<file path="src/inc/pwm_pkg.sv">
// Purpose: Constants for the power, wake and misc management registers
// Assumes: Byte-wide host registers at 5-bit offsets, data window 16 bits
// Notes: Offsets 0x0a..0x0f answer only while register page 3 is selected
package pwm_pkg;

  // Register offsets
  localparam logic [4:0] OFS_WAKE_CTRL_STATUS = 5'h0a;
  localparam logic [4:0] OFS_POWER_MGMT = 5'h0b;
  localparam logic [4:0] OFS_NVM_RELOAD = 5'h0c;
  localparam logic [4:0] OFS_MISC_CONTROL = 5'h0d;
  localparam logic [4:0] OFS_GP_TIMER_LOW = 5'h0e;
  localparam logic [4:0] OFS_GP_TIMER_HIGH = 5'h0f;
  localparam logic [4:0] OFS_DATA_WINDOW = 5'h10;
  localparam logic [4:0] OFS_FRAME_GAP_SEG1 = 5'h12;
  localparam logic [4:0] OFS_FRAME_GAP_SEG2 = 5'h13;
  localparam logic [4:0] OFS_SERIAL_MGMT_PINS = 5'h14;
  localparam logic [1:0] PAGE_WAKE_REGS = 2'h3;

  // Wake control and status fields
  localparam int BIT_LINK_CHANGE_FLAG = 6;
  localparam int BIT_WAKE_FRAME_FLAG = 5;
  localparam int BIT_MAGIC_FRAME_FLAG = 4;
  localparam int BIT_LINK_CHANGE_WAKE_EN = 2;
  localparam int BIT_WAKE_FRAME_EN = 1;
  localparam int BIT_MAGIC_FRAME_WAKE_EN = 0;

  // Power management fields
  localparam int BIT_REGULATOR_STANDBY = 4;
  localparam logic [1:0] MODE_NORMAL = 2'h0;
  localparam logic [1:0] MODE_LIGHT_SLEEP = 2'h1;
  localparam logic [1:0] MODE_DEEP_SLEEP = 2'h2;
  localparam logic [1:0] MODE_RESERVED = 2'h3;

  // Reload, misc control and management pin fields
  localparam int BIT_NVM_RELOAD_TRIGGER = 0;
  localparam int BIT_GP_TIMER_EN = 2;
  localparam int BIT_BURST_BASE_SELECT = 1;
  localparam int BIT_TX_RING_WRAP_EN = 0;
  localparam int BIT_NVM_SERIAL_CLOCK = 7;
  localparam int BIT_NVM_DATA_SAMPLE = 6;
  localparam int BIT_NVM_DATA_DRIVE = 5;
  localparam int BIT_NVM_CHIP_SELECT = 4;
  localparam int BIT_PHY_MGMT_DATA_IN = 3;
  localparam int BIT_PHY_MGMT_DATA_OUT = 2;
  localparam int BIT_MGMT_DIR = 1;
  localparam int BIT_PHY_MGMT_CLOCK = 0;

  // Reset values and ring base
  localparam logic [7:0] RST_GP_TIMER_BYTE = 8'hff;
  localparam logic [6:0] RST_GAP_SEGMENT_ONE = 7'h0c;
  localparam logic [6:0] RST_GAP_SEGMENT_TWO = 7'h12;
  localparam logic [7:0] TX_RING_BASE_PAGE = 8'h40;

endpackage

</file>
<file path="src/hdl/pwm_regs.sv">
// Purpose: Wake, power, reload, misc, timer, gap and serial pin registers
// Assumes: Host strobes and events are one-cycle pulses on core_clk
// Notes: Read data is registered and valid the cycle after the read strobe
`timescale 1ns/10ps
`default_nettype none

// Contract
// Link change sets bit 6, cleared by host
// Wake frame sets bit 5, cleared by host
// Magic frame sets bit 4, cleared by host
// Three wake enables, zero at reset
// Bit 4 puts regulator into standby
// Mode field 00 normal, cleared on wake
// Light sleep wakes on enabled events
// Deep sleep leaves only on host wake write; a power register write also replaces the mode here
// Host never writes reserved mode 11
// Reload bit starts EEPROM reload, self-clears
// Timer runs only while enable set
// Burst base address bit selectable
// Ring wrap from 40h to start minus one
// Sixteen-bit timer, bytes reset to FFh
// Gap segment one, seven bits, 0Ch
// Gap segment two, seven bits, 12h
// EEPROM clock and select from register
// EEPROM data sampled bit 6, driven bit 5
// PHY data and clock from bits 3, 0
// PHY data output read in bit 2
// Bit 1 sets direction of both lines
// Host bit-bangs serial transactions
module pwm_regs (
  input wire logic core_clk,
  input wire logic nrst,
  input wire logic [1:0] host_page,
  input wire logic [4:0] host_addr,
  input wire logic host_wr,
  input wire logic host_rd,
  input wire logic [15:0] host_wdata,
  output logic [15:0] host_rdata,
  input wire logic link_change_evt,
  input wire logic wake_frame_evt,
  input wire logic magic_frame_evt,
  input wire logic host_wake_wr,
  output logic wake_event,
  output logic [1:0] power_mode_field,
  output logic light_sleep_state,
  output logic deep_sleep_state,
  output logic regulator_standby,
  output logic nvm_reload_trigger,
  output logic nvm_reload_start,
  input wire logic nvm_reload_done,
  output logic gp_timer_en,
  output logic [15:0] gp_timer_value,
  output logic gp_timer_zero,
  output logic burst_base_select,
  output logic tx_ring_wrap_en,
  input wire logic [7:0] rx_ring_start_page,
  input wire logic [7:0] rdma_page_raw,
  output logic [7:0] rdma_page,
  output logic [15:0] data_window,
  output logic data_window_wr,
  output logic data_window_rd,
  output logic [6:0] gap_segment_one,
  output logic [6:0] gap_segment_two,
  output logic nvm_serial_clock,
  output logic nvm_chip_select,
  output logic nvm_data_pin_o,
  output logic nvm_data_pin_oe,
  input wire logic nvm_data_pin_i,
  output logic phy_mgmt_data_in,
  output logic phy_mgmt_clock,
  output logic phy_mgmt_oe,
  input wire logic phy_mgmt_data_out
);

  logic rst_sync1, rst_n, page3, wr_p3, wake_hit;
  logic [2:0] flags, wake_en, evt_in;
  logic [7:0] gp_timer_low, gp_timer_high, serial_mgmt_pins, next_rdata;
  logic wr_wcs, wr_pm, wr_reload, wr_misc, wr_tlo, wr_thi;
  logic wr_dw, wr_g1, wr_g2, wr_mgmt;

  // Reset release through two flip-flops
  always_ff @(posedge core_clk or negedge nrst) begin
    if (!nrst) begin
      rst_sync1 <= 1'b0;
      rst_n <= 1'b0;
    end else begin
      rst_sync1 <= 1'b1;
      rst_n <= rst_sync1;
    end
  end

  // Address decode, page-3 registers gated by page
  assign page3 = (host_page == pwm_pkg::PAGE_WAKE_REGS);
  assign wr_p3 = host_wr && page3;
  assign wr_wcs = wr_p3 && (host_addr == pwm_pkg::OFS_WAKE_CTRL_STATUS);
  assign wr_pm = wr_p3 && (host_addr == pwm_pkg::OFS_POWER_MGMT);
  assign wr_reload = wr_p3 && (host_addr == pwm_pkg::OFS_NVM_RELOAD);
  assign wr_misc = wr_p3 && (host_addr == pwm_pkg::OFS_MISC_CONTROL);
  assign wr_tlo = wr_p3 && (host_addr == pwm_pkg::OFS_GP_TIMER_LOW);
  assign wr_thi = wr_p3 && (host_addr == pwm_pkg::OFS_GP_TIMER_HIGH);
  assign wr_dw = host_wr && (host_addr == pwm_pkg::OFS_DATA_WINDOW);
  assign wr_g1 = host_wr && (host_addr == pwm_pkg::OFS_FRAME_GAP_SEG1);
  assign wr_g2 = host_wr && (host_addr == pwm_pkg::OFS_FRAME_GAP_SEG2);
  assign wr_mgmt = host_wr && (host_addr == pwm_pkg::OFS_SERIAL_MGMT_PINS);

  // Event order in flags: [2] link, [1] wake frame, [0] magic frame
  assign evt_in = {link_change_evt, wake_frame_evt, magic_frame_evt};
  assign wake_hit = (power_mode_field == pwm_pkg::MODE_LIGHT_SLEEP) &&
    ((evt_in & wake_en) != 3'h0);

  // Sticky event flags, clear by power write or write-one; set wins
  genvar gi;
  generate
    for (gi = 0; gi < 3; gi++) begin : g_flag
      always_ff @(posedge core_clk or negedge rst_n) begin
        if (!rst_n) begin
          flags[gi] <= 1'b0;
        end else if (evt_in[gi]) begin
          flags[gi] <= 1'b1;
        end else if (wr_pm || (wr_wcs &&
            host_wdata[pwm_pkg::BIT_MAGIC_FRAME_FLAG + gi])) begin
          flags[gi] <= 1'b0;
        end
      end
    end
  endgenerate

  // Wake enables
  always_ff @(posedge core_clk or negedge rst_n) begin
    if (!rst_n) begin
      wake_en <= 3'h0;
    end else if (wr_wcs) begin
      wake_en <= host_wdata[2:0];
    end
  end

  // Power mode and regulator standby; wake clears mode
  always_ff @(posedge core_clk or negedge rst_n) begin
    if (!rst_n) begin
      power_mode_field <= pwm_pkg::MODE_NORMAL;
      regulator_standby <= 1'b0;
    end else begin
      if (wr_pm) begin
        regulator_standby <=
          host_wdata[pwm_pkg::BIT_REGULATOR_STANDBY];
      end
      if (wake_hit || host_wake_wr) begin
        power_mode_field <= pwm_pkg::MODE_NORMAL;
      end else if (wr_pm) begin
        power_mode_field <= host_wdata[1:0]; // Code 11 kept as written
      end
    end
  end

  // One-cycle pulse when a wake-up ends a sleep mode
  always_ff @(posedge core_clk or negedge rst_n) begin
    if (!rst_n) begin
      wake_event <= 1'b0;
    end else begin
      wake_event <= wake_hit ||
        (host_wake_wr && (power_mode_field != pwm_pkg::MODE_NORMAL));
    end
  end

  assign light_sleep_state = (power_mode_field == pwm_pkg::MODE_LIGHT_SLEEP);
  assign deep_sleep_state = (power_mode_field == pwm_pkg::MODE_DEEP_SLEEP);

  // Reload trigger held until loader reports done, then self-clears
  always_ff @(posedge core_clk or negedge rst_n) begin
    if (!rst_n) begin
      nvm_reload_trigger <= 1'b0;
      nvm_reload_start <= 1'b0;
    end else begin
      nvm_reload_start <= wr_reload &&
        host_wdata[pwm_pkg::BIT_NVM_RELOAD_TRIGGER] && !nvm_reload_trigger;
      if (wr_reload && host_wdata[pwm_pkg::BIT_NVM_RELOAD_TRIGGER]) begin
        nvm_reload_trigger <= 1'b1;
      end else if (nvm_reload_done) begin
        nvm_reload_trigger <= 1'b0;
      end
    end
  end

  // Misc control bits
  always_ff @(posedge core_clk or negedge rst_n) begin
    if (!rst_n) begin
      gp_timer_en <= 1'b0;
      burst_base_select <= 1'b0;
      tx_ring_wrap_en <= 1'b0;
    end else if (wr_misc) begin
      gp_timer_en <= host_wdata[pwm_pkg::BIT_GP_TIMER_EN];
      burst_base_select <= host_wdata[pwm_pkg::BIT_BURST_BASE_SELECT];
      tx_ring_wrap_en <= host_wdata[pwm_pkg::BIT_TX_RING_WRAP_EN];
    end
  end

  // Timer bytes: host write loads, else count down to zero while enabled
  always_ff @(posedge core_clk or negedge rst_n) begin
    if (!rst_n) begin
      gp_timer_low <= pwm_pkg::RST_GP_TIMER_BYTE;
      gp_timer_high <= pwm_pkg::RST_GP_TIMER_BYTE;
    end else if (wr_tlo || wr_thi) begin
      if (wr_tlo) begin
        gp_timer_low <= host_wdata[7:0];
      end
      if (wr_thi) begin
        gp_timer_high <= host_wdata[7:0];
      end
    end else if (gp_timer_en && (gp_timer_value != 16'h0000)) begin
      {gp_timer_high, gp_timer_low} <= gp_timer_value - 16'h0001;
    end
  end

  assign gp_timer_value = {gp_timer_high, gp_timer_low};
  assign gp_timer_zero = (gp_timer_value == 16'h0000);

  // Remote write page, wrapped into the transmit ring when enabled
  always_ff @(posedge core_clk or negedge rst_n) begin
    if (!rst_n) begin
      rdma_page <= 8'h00;
    end else if (tx_ring_wrap_en &&
        (rdma_page_raw >= rx_ring_start_page)) begin
      rdma_page <= pwm_pkg::TX_RING_BASE_PAGE;
    end else begin
      rdma_page <= rdma_page_raw;
    end
  end

  // Data window and frame gap segments
  always_ff @(posedge core_clk or negedge rst_n) begin
    if (!rst_n) begin
      data_window <= 16'h0000;
      gap_segment_one <= pwm_pkg::RST_GAP_SEGMENT_ONE;
      gap_segment_two <= pwm_pkg::RST_GAP_SEGMENT_TWO;
    end else begin
      if (wr_dw) begin
        data_window <= host_wdata;
      end
      if (wr_g1) begin
        gap_segment_one <= host_wdata[6:0];
      end
      if (wr_g2) begin
        gap_segment_two <= host_wdata[6:0];
      end
    end
  end

  // Strobes to the buffer side for data window traffic
  assign data_window_wr = wr_dw;
  assign data_window_rd = host_rd && (host_addr == pwm_pkg::OFS_DATA_WINDOW);

  // Management pin register; read-only bits never stored
  always_ff @(posedge core_clk or negedge rst_n) begin
    if (!rst_n) begin
      serial_mgmt_pins <= 8'h00;
    end else if (wr_mgmt) begin
      serial_mgmt_pins <= host_wdata[7:0] & 8'hbb; // Host bit-bangs
    end
  end

  // Pin drives straight from register bits; both output enables are the inverted direction bit
  assign nvm_serial_clock =
    serial_mgmt_pins[pwm_pkg::BIT_NVM_SERIAL_CLOCK];
  assign nvm_chip_select =
    serial_mgmt_pins[pwm_pkg::BIT_NVM_CHIP_SELECT];
  assign nvm_data_pin_o =
    serial_mgmt_pins[pwm_pkg::BIT_NVM_DATA_DRIVE];
  assign phy_mgmt_data_in =
    serial_mgmt_pins[pwm_pkg::BIT_PHY_MGMT_DATA_IN];
  assign phy_mgmt_clock =
    serial_mgmt_pins[pwm_pkg::BIT_PHY_MGMT_CLOCK];
  assign nvm_data_pin_oe = !serial_mgmt_pins[pwm_pkg::BIT_MGMT_DIR];
  assign phy_mgmt_oe = !serial_mgmt_pins[pwm_pkg::BIT_MGMT_DIR];

  // Read mux, unmapped offsets read zero
  always_comb begin
    next_rdata = 8'h00;
    case (host_addr)
      pwm_pkg::OFS_WAKE_CTRL_STATUS: begin
        if (page3) begin
          next_rdata = {1'b0, flags, 1'b0, wake_en};
        end
      end
      pwm_pkg::OFS_POWER_MGMT: begin
        if (page3) begin
          next_rdata = {3'h0, regulator_standby, 2'h0, power_mode_field};
        end
      end
      pwm_pkg::OFS_MISC_CONTROL: begin
        if (page3) begin
          next_rdata = {5'h00, gp_timer_en, burst_base_select,
            tx_ring_wrap_en};
        end
      end
      pwm_pkg::OFS_GP_TIMER_LOW: begin
        if (page3) begin
          next_rdata = gp_timer_low;
        end
      end
      pwm_pkg::OFS_GP_TIMER_HIGH: begin
        if (page3) begin
          next_rdata = gp_timer_high;
        end
      end
      pwm_pkg::OFS_FRAME_GAP_SEG1: begin
        next_rdata = {1'b0, gap_segment_one};
      end
      pwm_pkg::OFS_FRAME_GAP_SEG2: begin
        next_rdata = {1'b0, gap_segment_two};
      end
      pwm_pkg::OFS_SERIAL_MGMT_PINS: begin
        next_rdata = serial_mgmt_pins;
        next_rdata[pwm_pkg::BIT_NVM_DATA_SAMPLE] = nvm_data_pin_i;
        next_rdata[pwm_pkg::BIT_PHY_MGMT_DATA_OUT] =
          phy_mgmt_data_out;
      end
      default: begin
        next_rdata = 8'h00;
      end
    endcase
  end

  // Registered read data; data window returns all 16 bits
  always_ff @(posedge core_clk or negedge rst_n) begin
    if (!rst_n) begin
      host_rdata <= 16'h0000;
    end else if (host_rd) begin
      if (host_addr == pwm_pkg::OFS_DATA_WINDOW) begin
        host_rdata <= data_window;
      end else begin
        host_rdata <= {8'h00, next_rdata};
      end
    end
  end
endmodule

`default_nettype wire

</file>
<file path="config.mk">
export PLATFORM = sky130hd
export DESIGN_NAME = pwm_regs
export DESIGN_NICKNAME = d
export VERILOG_FILES = /design/src/inc/pwm_pkg.sv /design/src/hdl/pwm_regs.sv
export SDC_FILE = /design/constraint.sdc
export NUM_CORES = 1
export LEC_CHECK = 0
export BUFFER_PORTS_ARGS = -buffer_cell sky130_fd_sc_hd__buf_2
export CAP_MARGIN = 15
export CORE_ASPECT_RATIO = 0.6
export CORE_UTILIZATION = 52
export CTS_CLUSTER_SIZE = 10
export DETAILED_ROUTE_END_ITERATION = 8
export PLACE_DENSITY = 0.8
export SLEW_MARGIN = 20
export SYNTH_ARGS = -nofsm -noshare
export SYNTH_HDL_FRONTEND = slang
export SYNTH_SLANG_ARGS = --single-unit
</file>
<file path="constraint.sdc">
create_clock -name core_clk -period 3.4 [get_ports core_clk]
set_clock_uncertainty 0.1 [all_clocks]
set_input_delay 0.51 -clock core_clk [delete_from_list [all_inputs] [get_ports core_clk]]
set_output_delay 0.51 -clock core_clk [all_outputs]
set_load 0.01 [all_outputs]
</file>
### Word level (Yosys, flattened, before mapping)

Index checks and enable logic that the tools add are counted.

| storage, ports and cells | value |
|---|---|
| register bits | 93 |
| bits of input ports | 50 |
| logic and storage cells | 105 |

| operators by class | value |
|---|---|
| add/subtract/negate cells | 1 |
| $lt $le $gt $ge | 1 |
| eq/ne operators | 15 |
| multiplexer cells | 24 |
| bitwise operators | 1 |
| reductions and logical operators | 41 |

Operator list:

| kind | number |
|---|---|
| two-way mux 8 bit | 9 |
| case mux 8 bit (8 select lines) | 1 |
| == test 5 x 4 -> 1 bit, second input constant | 6 |
| logical AND 1 bit | 21 |
| == test 5 bit, second input constant | 4 |
| zero test 16 bit | 1 |
| two-way mux 16 bit | 1 |
| nonzero test 16 bit | 1 |
| subtractor 16 x 1 -> 16 bit, second input constant | 1 |
| nonzero test 2 bit | 7 |
| greater-or-equal comparator 8 bit | 1 |
| two-way mux 1 bit | 8 |
| two-way mux 7 bit | 1 |
| logical OR 1 bit | 6 |
| two-way mux 5 bit | 1 |
| == test 2 bit, second input constant | 2 |
| two-way mux 2 bit | 2 |
| inequality test 2 bit, second input constant | 2 |
| AND reduction 2 bit | 2 |
| AND 3 bit | 1 |
| two-way mux 3 bit | 1 |
| nonzero test 3 bit | 1 |
| == test 2 x 1 -> 1 bit, second input constant | 1 |
| zero test 1 bit | 2 |

### Longest topological paths before layout

| depth | value |
|---|---|
| depth in word-level cells | 7 |
| gate-level depth with buffers | 8 |
| gate-level depth less buffers | 7 |

### Worst setup path before layout

Ideal clock, no wire load.

| timing path | value |
|---|---|
| path kind | input-to-output |
| start | input port host_addr[3] |
| end | output port data_window_wr |
| arrival time | 1473 ps |
| required time | 2790 ps |
| setup slack | 1317 ps |
| stages | 5 |
| path buffers | 2 |
| cells stage by stage | buf_2 > nor3b_1 > nand3_1 > inv_1 > buf_2 |

| between the ends | value |
|---|---|
| longest elaborated chain between the ends | 2 |

RTL lines:

| element | RTL line | text |
|---|---|---|
| start, declared | pwm_regs.sv:34 | `input wire logic [4:0] host_addr,` |
| == test 5 bit | pwm_regs.sv:101 | `assign wr_dw = host_wr && (host_addr == pwm_pkg::OFS_DATA_WINDOW);` |
| logical AND 1 bit | pwm_regs.sv:101 |  |
| end, declared | pwm_regs.sv:60 | `output logic data_window_wr,` |

Every way passes these cells.

### Worst setup path after layout

| timing path | value |
|---|---|
| start | input port host_addr[2] |
| end | output port data_window_rd |

| between the ends | value |
|---|---|
| longest elaborated chain between the ends | 2 |

RTL lines:

| element | RTL line | text |
|---|---|---|
| == test 5 bit | pwm_regs.sv:250 | `assign data_window_rd = host_rd && (host_addr == pwm_pkg::OFS_DATA_WINDOW);` |
| logical AND 1 bit | pwm_regs.sv:250 |  |
| end, declared | pwm_regs.sv:61 | `output logic data_window_rd,` |

Every way passes these cells.

==> impl_metrics.tcl <==
set metrics [dict create \
    cts_sinks 93 \
    grt_use_met1_pct 44.4 \
    cts_tree "built" \
    grt_usage_pct 31.0 \
    area_delta_synth_final_pct 23.2 \
    final_common_cell "buf_2" \
    final_cell_mix "140 x buf_2, 72 x dfrtp_1, 67 x nand2_1" \
    clk_pin_slew_worst_paths_ns 0.07 \
    fin_crit_ns 2.53 \
    cp-end-kind "output pin" \
    max_freq_mhz 395 \
    netlist_area_sq_mm 0.00474 \
    drc_errors 8 \
    synth_seq_area_share_pct 49.6 \
    finalPower_mw 3.37 \
    clock_latency_ns 0.34 \
    synthArstFlopShare_pct 100 \
    cts-root-buf "clkbuf_16" \
    period_share_pct 74.4 \
    drt-initial-drc-count 460 \
    cts_setup_buffers 0 \
    fin_nets 653 \
    die_h_microns 76.0 \
    hold_violations 0 \
    path_common_cell "buf_2" \
    yosysWarnings 0 \
    drv_slew 0 \
    hp-class "input port to flip-flop" \
    synthFlopType "dfrtp_1" \
    crit_path_top_delay_cell "and3_1" \
    dp_hpwl_mm 10.0 \
    ys_ff_latch 93 \
    ios 141 \
    worst_setup_path_start_kind "input port" \
    fp.dieArea_sq_mm 0.00952 \
    crit_buf_inv 2 \
    dp_cells 694 \
    avgViaCountPerCell 6.09 \
    cts_buffers 9 \
    yosysUniqueCellTypes 66 \
    grt-busiest-layer "met2" \
    port_buffers 140 \
    p_leak_nw 2.95 \
    grt_pass1_vias 4254 \
    vias 4328 \
    start_util_pct 54.6 \
    ant_nets 0 \
    synth.avg_cell_area_sq_um 10.4 \
    violations "DRC" \
    antenna_found_initial 0 \
    drive_gt1_share_pct 39.6 \
    timing.setup.tns_ns 0 \
    cp_top_family "simple AND/OR/NAND/NOR gates" \
    vdd_drop_max_mv 0.424 \
    multi_input_area_sq_mm 0.00220 \
    instances_no_fill 711 \
    drv_cap 0 \
    use_met2_pct 46.4 \
    place_congestion 0.939 \
    drt_wl_total_mm 13.9 \
    cts_resized 0 \
    crit_chain "buf_2 -> nor3b_1 -> and3_1 -> buf_2" \
    setup_viol 0 \
    clk_path_buf_depth 2 \
    place_ws_ns 0.947 \
    p_per_area_mw_per_mm2 577 \
    status "complete, but fails checks" \
    grt_setup_unrepaired "no" \
    critPathMaxStageDelay_ns 0.66 \
    setup_ws_ns 0.871 \
    cp.required_ns 2.79 \
    num_antenna_cells 0 \
    core_area_sq_mm 0.00869 \
    use_met3_pct 7.02 \
    rows 26 \
    dieWidth_microns 125 \
    synth_edf_count 0 \
    dr.pass1.iters 8 \
    wl_per_cell_microns 19.6 \
    path_max_fanout 17 \
    worst-endpoint-arrival_ns 1.92 \
    grt_start_max_net_pins 53 \
    ctsHoldBuffers 1 \
    nFillCells 698 \
    grt_pass1_wl_mm 22.6 \
    syn_nets 517 \
    path_class "input port to output pin" \
    regArea_sq_mm 0.00236 \
    worstMarginPinSlew_ns 0.715 \
    grt_overflow 0 \
    synthCells 458 \
    cts_max_level 3 \
    relSlewSlack_pct 51.8 \
]
[metrics by stage]
step | util [%] | hold WS (ns) | cell area [sq um]
2_1_floorplan | - | 0.114 | 4740
3_3_place_gp | 63.6 | 0.194 | 5520
3_5_place_dp | 63.6 | 0.199 | 5520
4_1_cts | 67.3 | 0.243 | 5840
5_1_grt | 67.3 | 0.253 | 5840
6_report | 67.3 | 0.250 | 5840
[synthesized netlist by cell type, types with 5 or more instances]
| library cell | instances | area share [%] |
|---|---|---|
| dfrtp_1 | 73 | 39 |
| nand2_1 | 67 | 5.3 |
| mux2_2 | 31 | 7.4 |
| a21oi_1 | 29 | 3.1 |
| inv_1 | 22 | 1.7 |
| dfstp_2 | 20 | 11 |
| nor2_1 | 19 | 1.5 |
| o21ai_0 | 17 | 1.8 |
| a22oi_1 | 11 | 1.7 |
| and3_1 | 10 | 1.3 |
| clkbuf_1 | 10 | 0.79 |
| ha_1 | 9 | 2.4 |
| nor3_1 | 9 | 0.95 |
| a22o_1 | 8 | 1.5 |
| buf_2 | 8 | 0.84 |
| mux2i_1 | 8 | 1.7 |
| a21o_1 | 7 | 1.1 |
| a31oi_1 | 6 | 0.79 |
| nand3b_1 | 6 | 0.95 |
| nand3_1 | 5 | 0.53 |
| nor4_1 | 5 | 0.66 |
[power by group]
part	internal (mW)	total [mW]	switching (mW)	leakage, nW
clock network	0.642	1.06	0.417	0.150
registers	1.32	1.55	0.229	1.15
logic	0.327	0.761	0.434	1.65
[flip-flops by register name (all words and copies together), names as in the netlist, 3 cells and up]
name	count
wake_en	3
data_window	16
rdma_page	8
flags	3
host_rdata	16
serial_mgmt_pins	6
gap_segment_two	7
gp_timer_low	8
gap_segment_one	7
gp_timer_high	8
[worst paths after layout]
| kind | from | endpoint | slack, ns | cells past startpoint |
|---|---|---|---|---|
| hold / removal | host_wdata[13] | data_window[13] | 0.25 | 3 |
| setup reg to reg | gp_timer_low[0] | gp_timer_high[2] | 1.02 | 7 |
| min in group asynchronous | rst_n | rdma_page[0] | 0.27 | 0 |
| setup / recovery | host_addr[2] | data_window_rd | 0.87 | 4 |
| hold reg to reg | rst_sync1 | rst_n | 0.25 | 0 |
| max in group asynchronous | rst_n | gap_segment_one[2] | 2.15 | 1 |
[worst register-to-register path, cell delays in order, from the launching register on]
cell       delay (ns)
dfstp_2          0.55
inv_1            0.08
ha_1             0.23
nor3b_2          0.20
and4_4           0.21
o2bb2ai_2        0.52
o21ai_0          0.23
a22oi_2          0.17
[area by class of cell]
cell class / instances / area share (%)
clock buffer: 11 / 3.98
clock inverter: 5 / 1.33
inverter: 22 / 1.41
multi-input combinational: 321 / 37.6
sequential: 93 / 40.3
tap: 112 / 2.40
timing repair buffer: 147 / 12.9
[metal layers]
metal	vias to the layer above	routed length, microns
met4	0	287
met1	2117	6200
li1	1947	-
met2	231	6210
met5	-	0
met3	33	1220
[kinds of logic after synthesis]
logic type      synth area share (%)
compound gates                  17.8
fa+ha+maj                       2.37
buf+inv                         4.04
flops                           49.6
mux                             9.05
other cells                   0.0791
simple gates                    17.0
(Power assumes the default switching activity.)
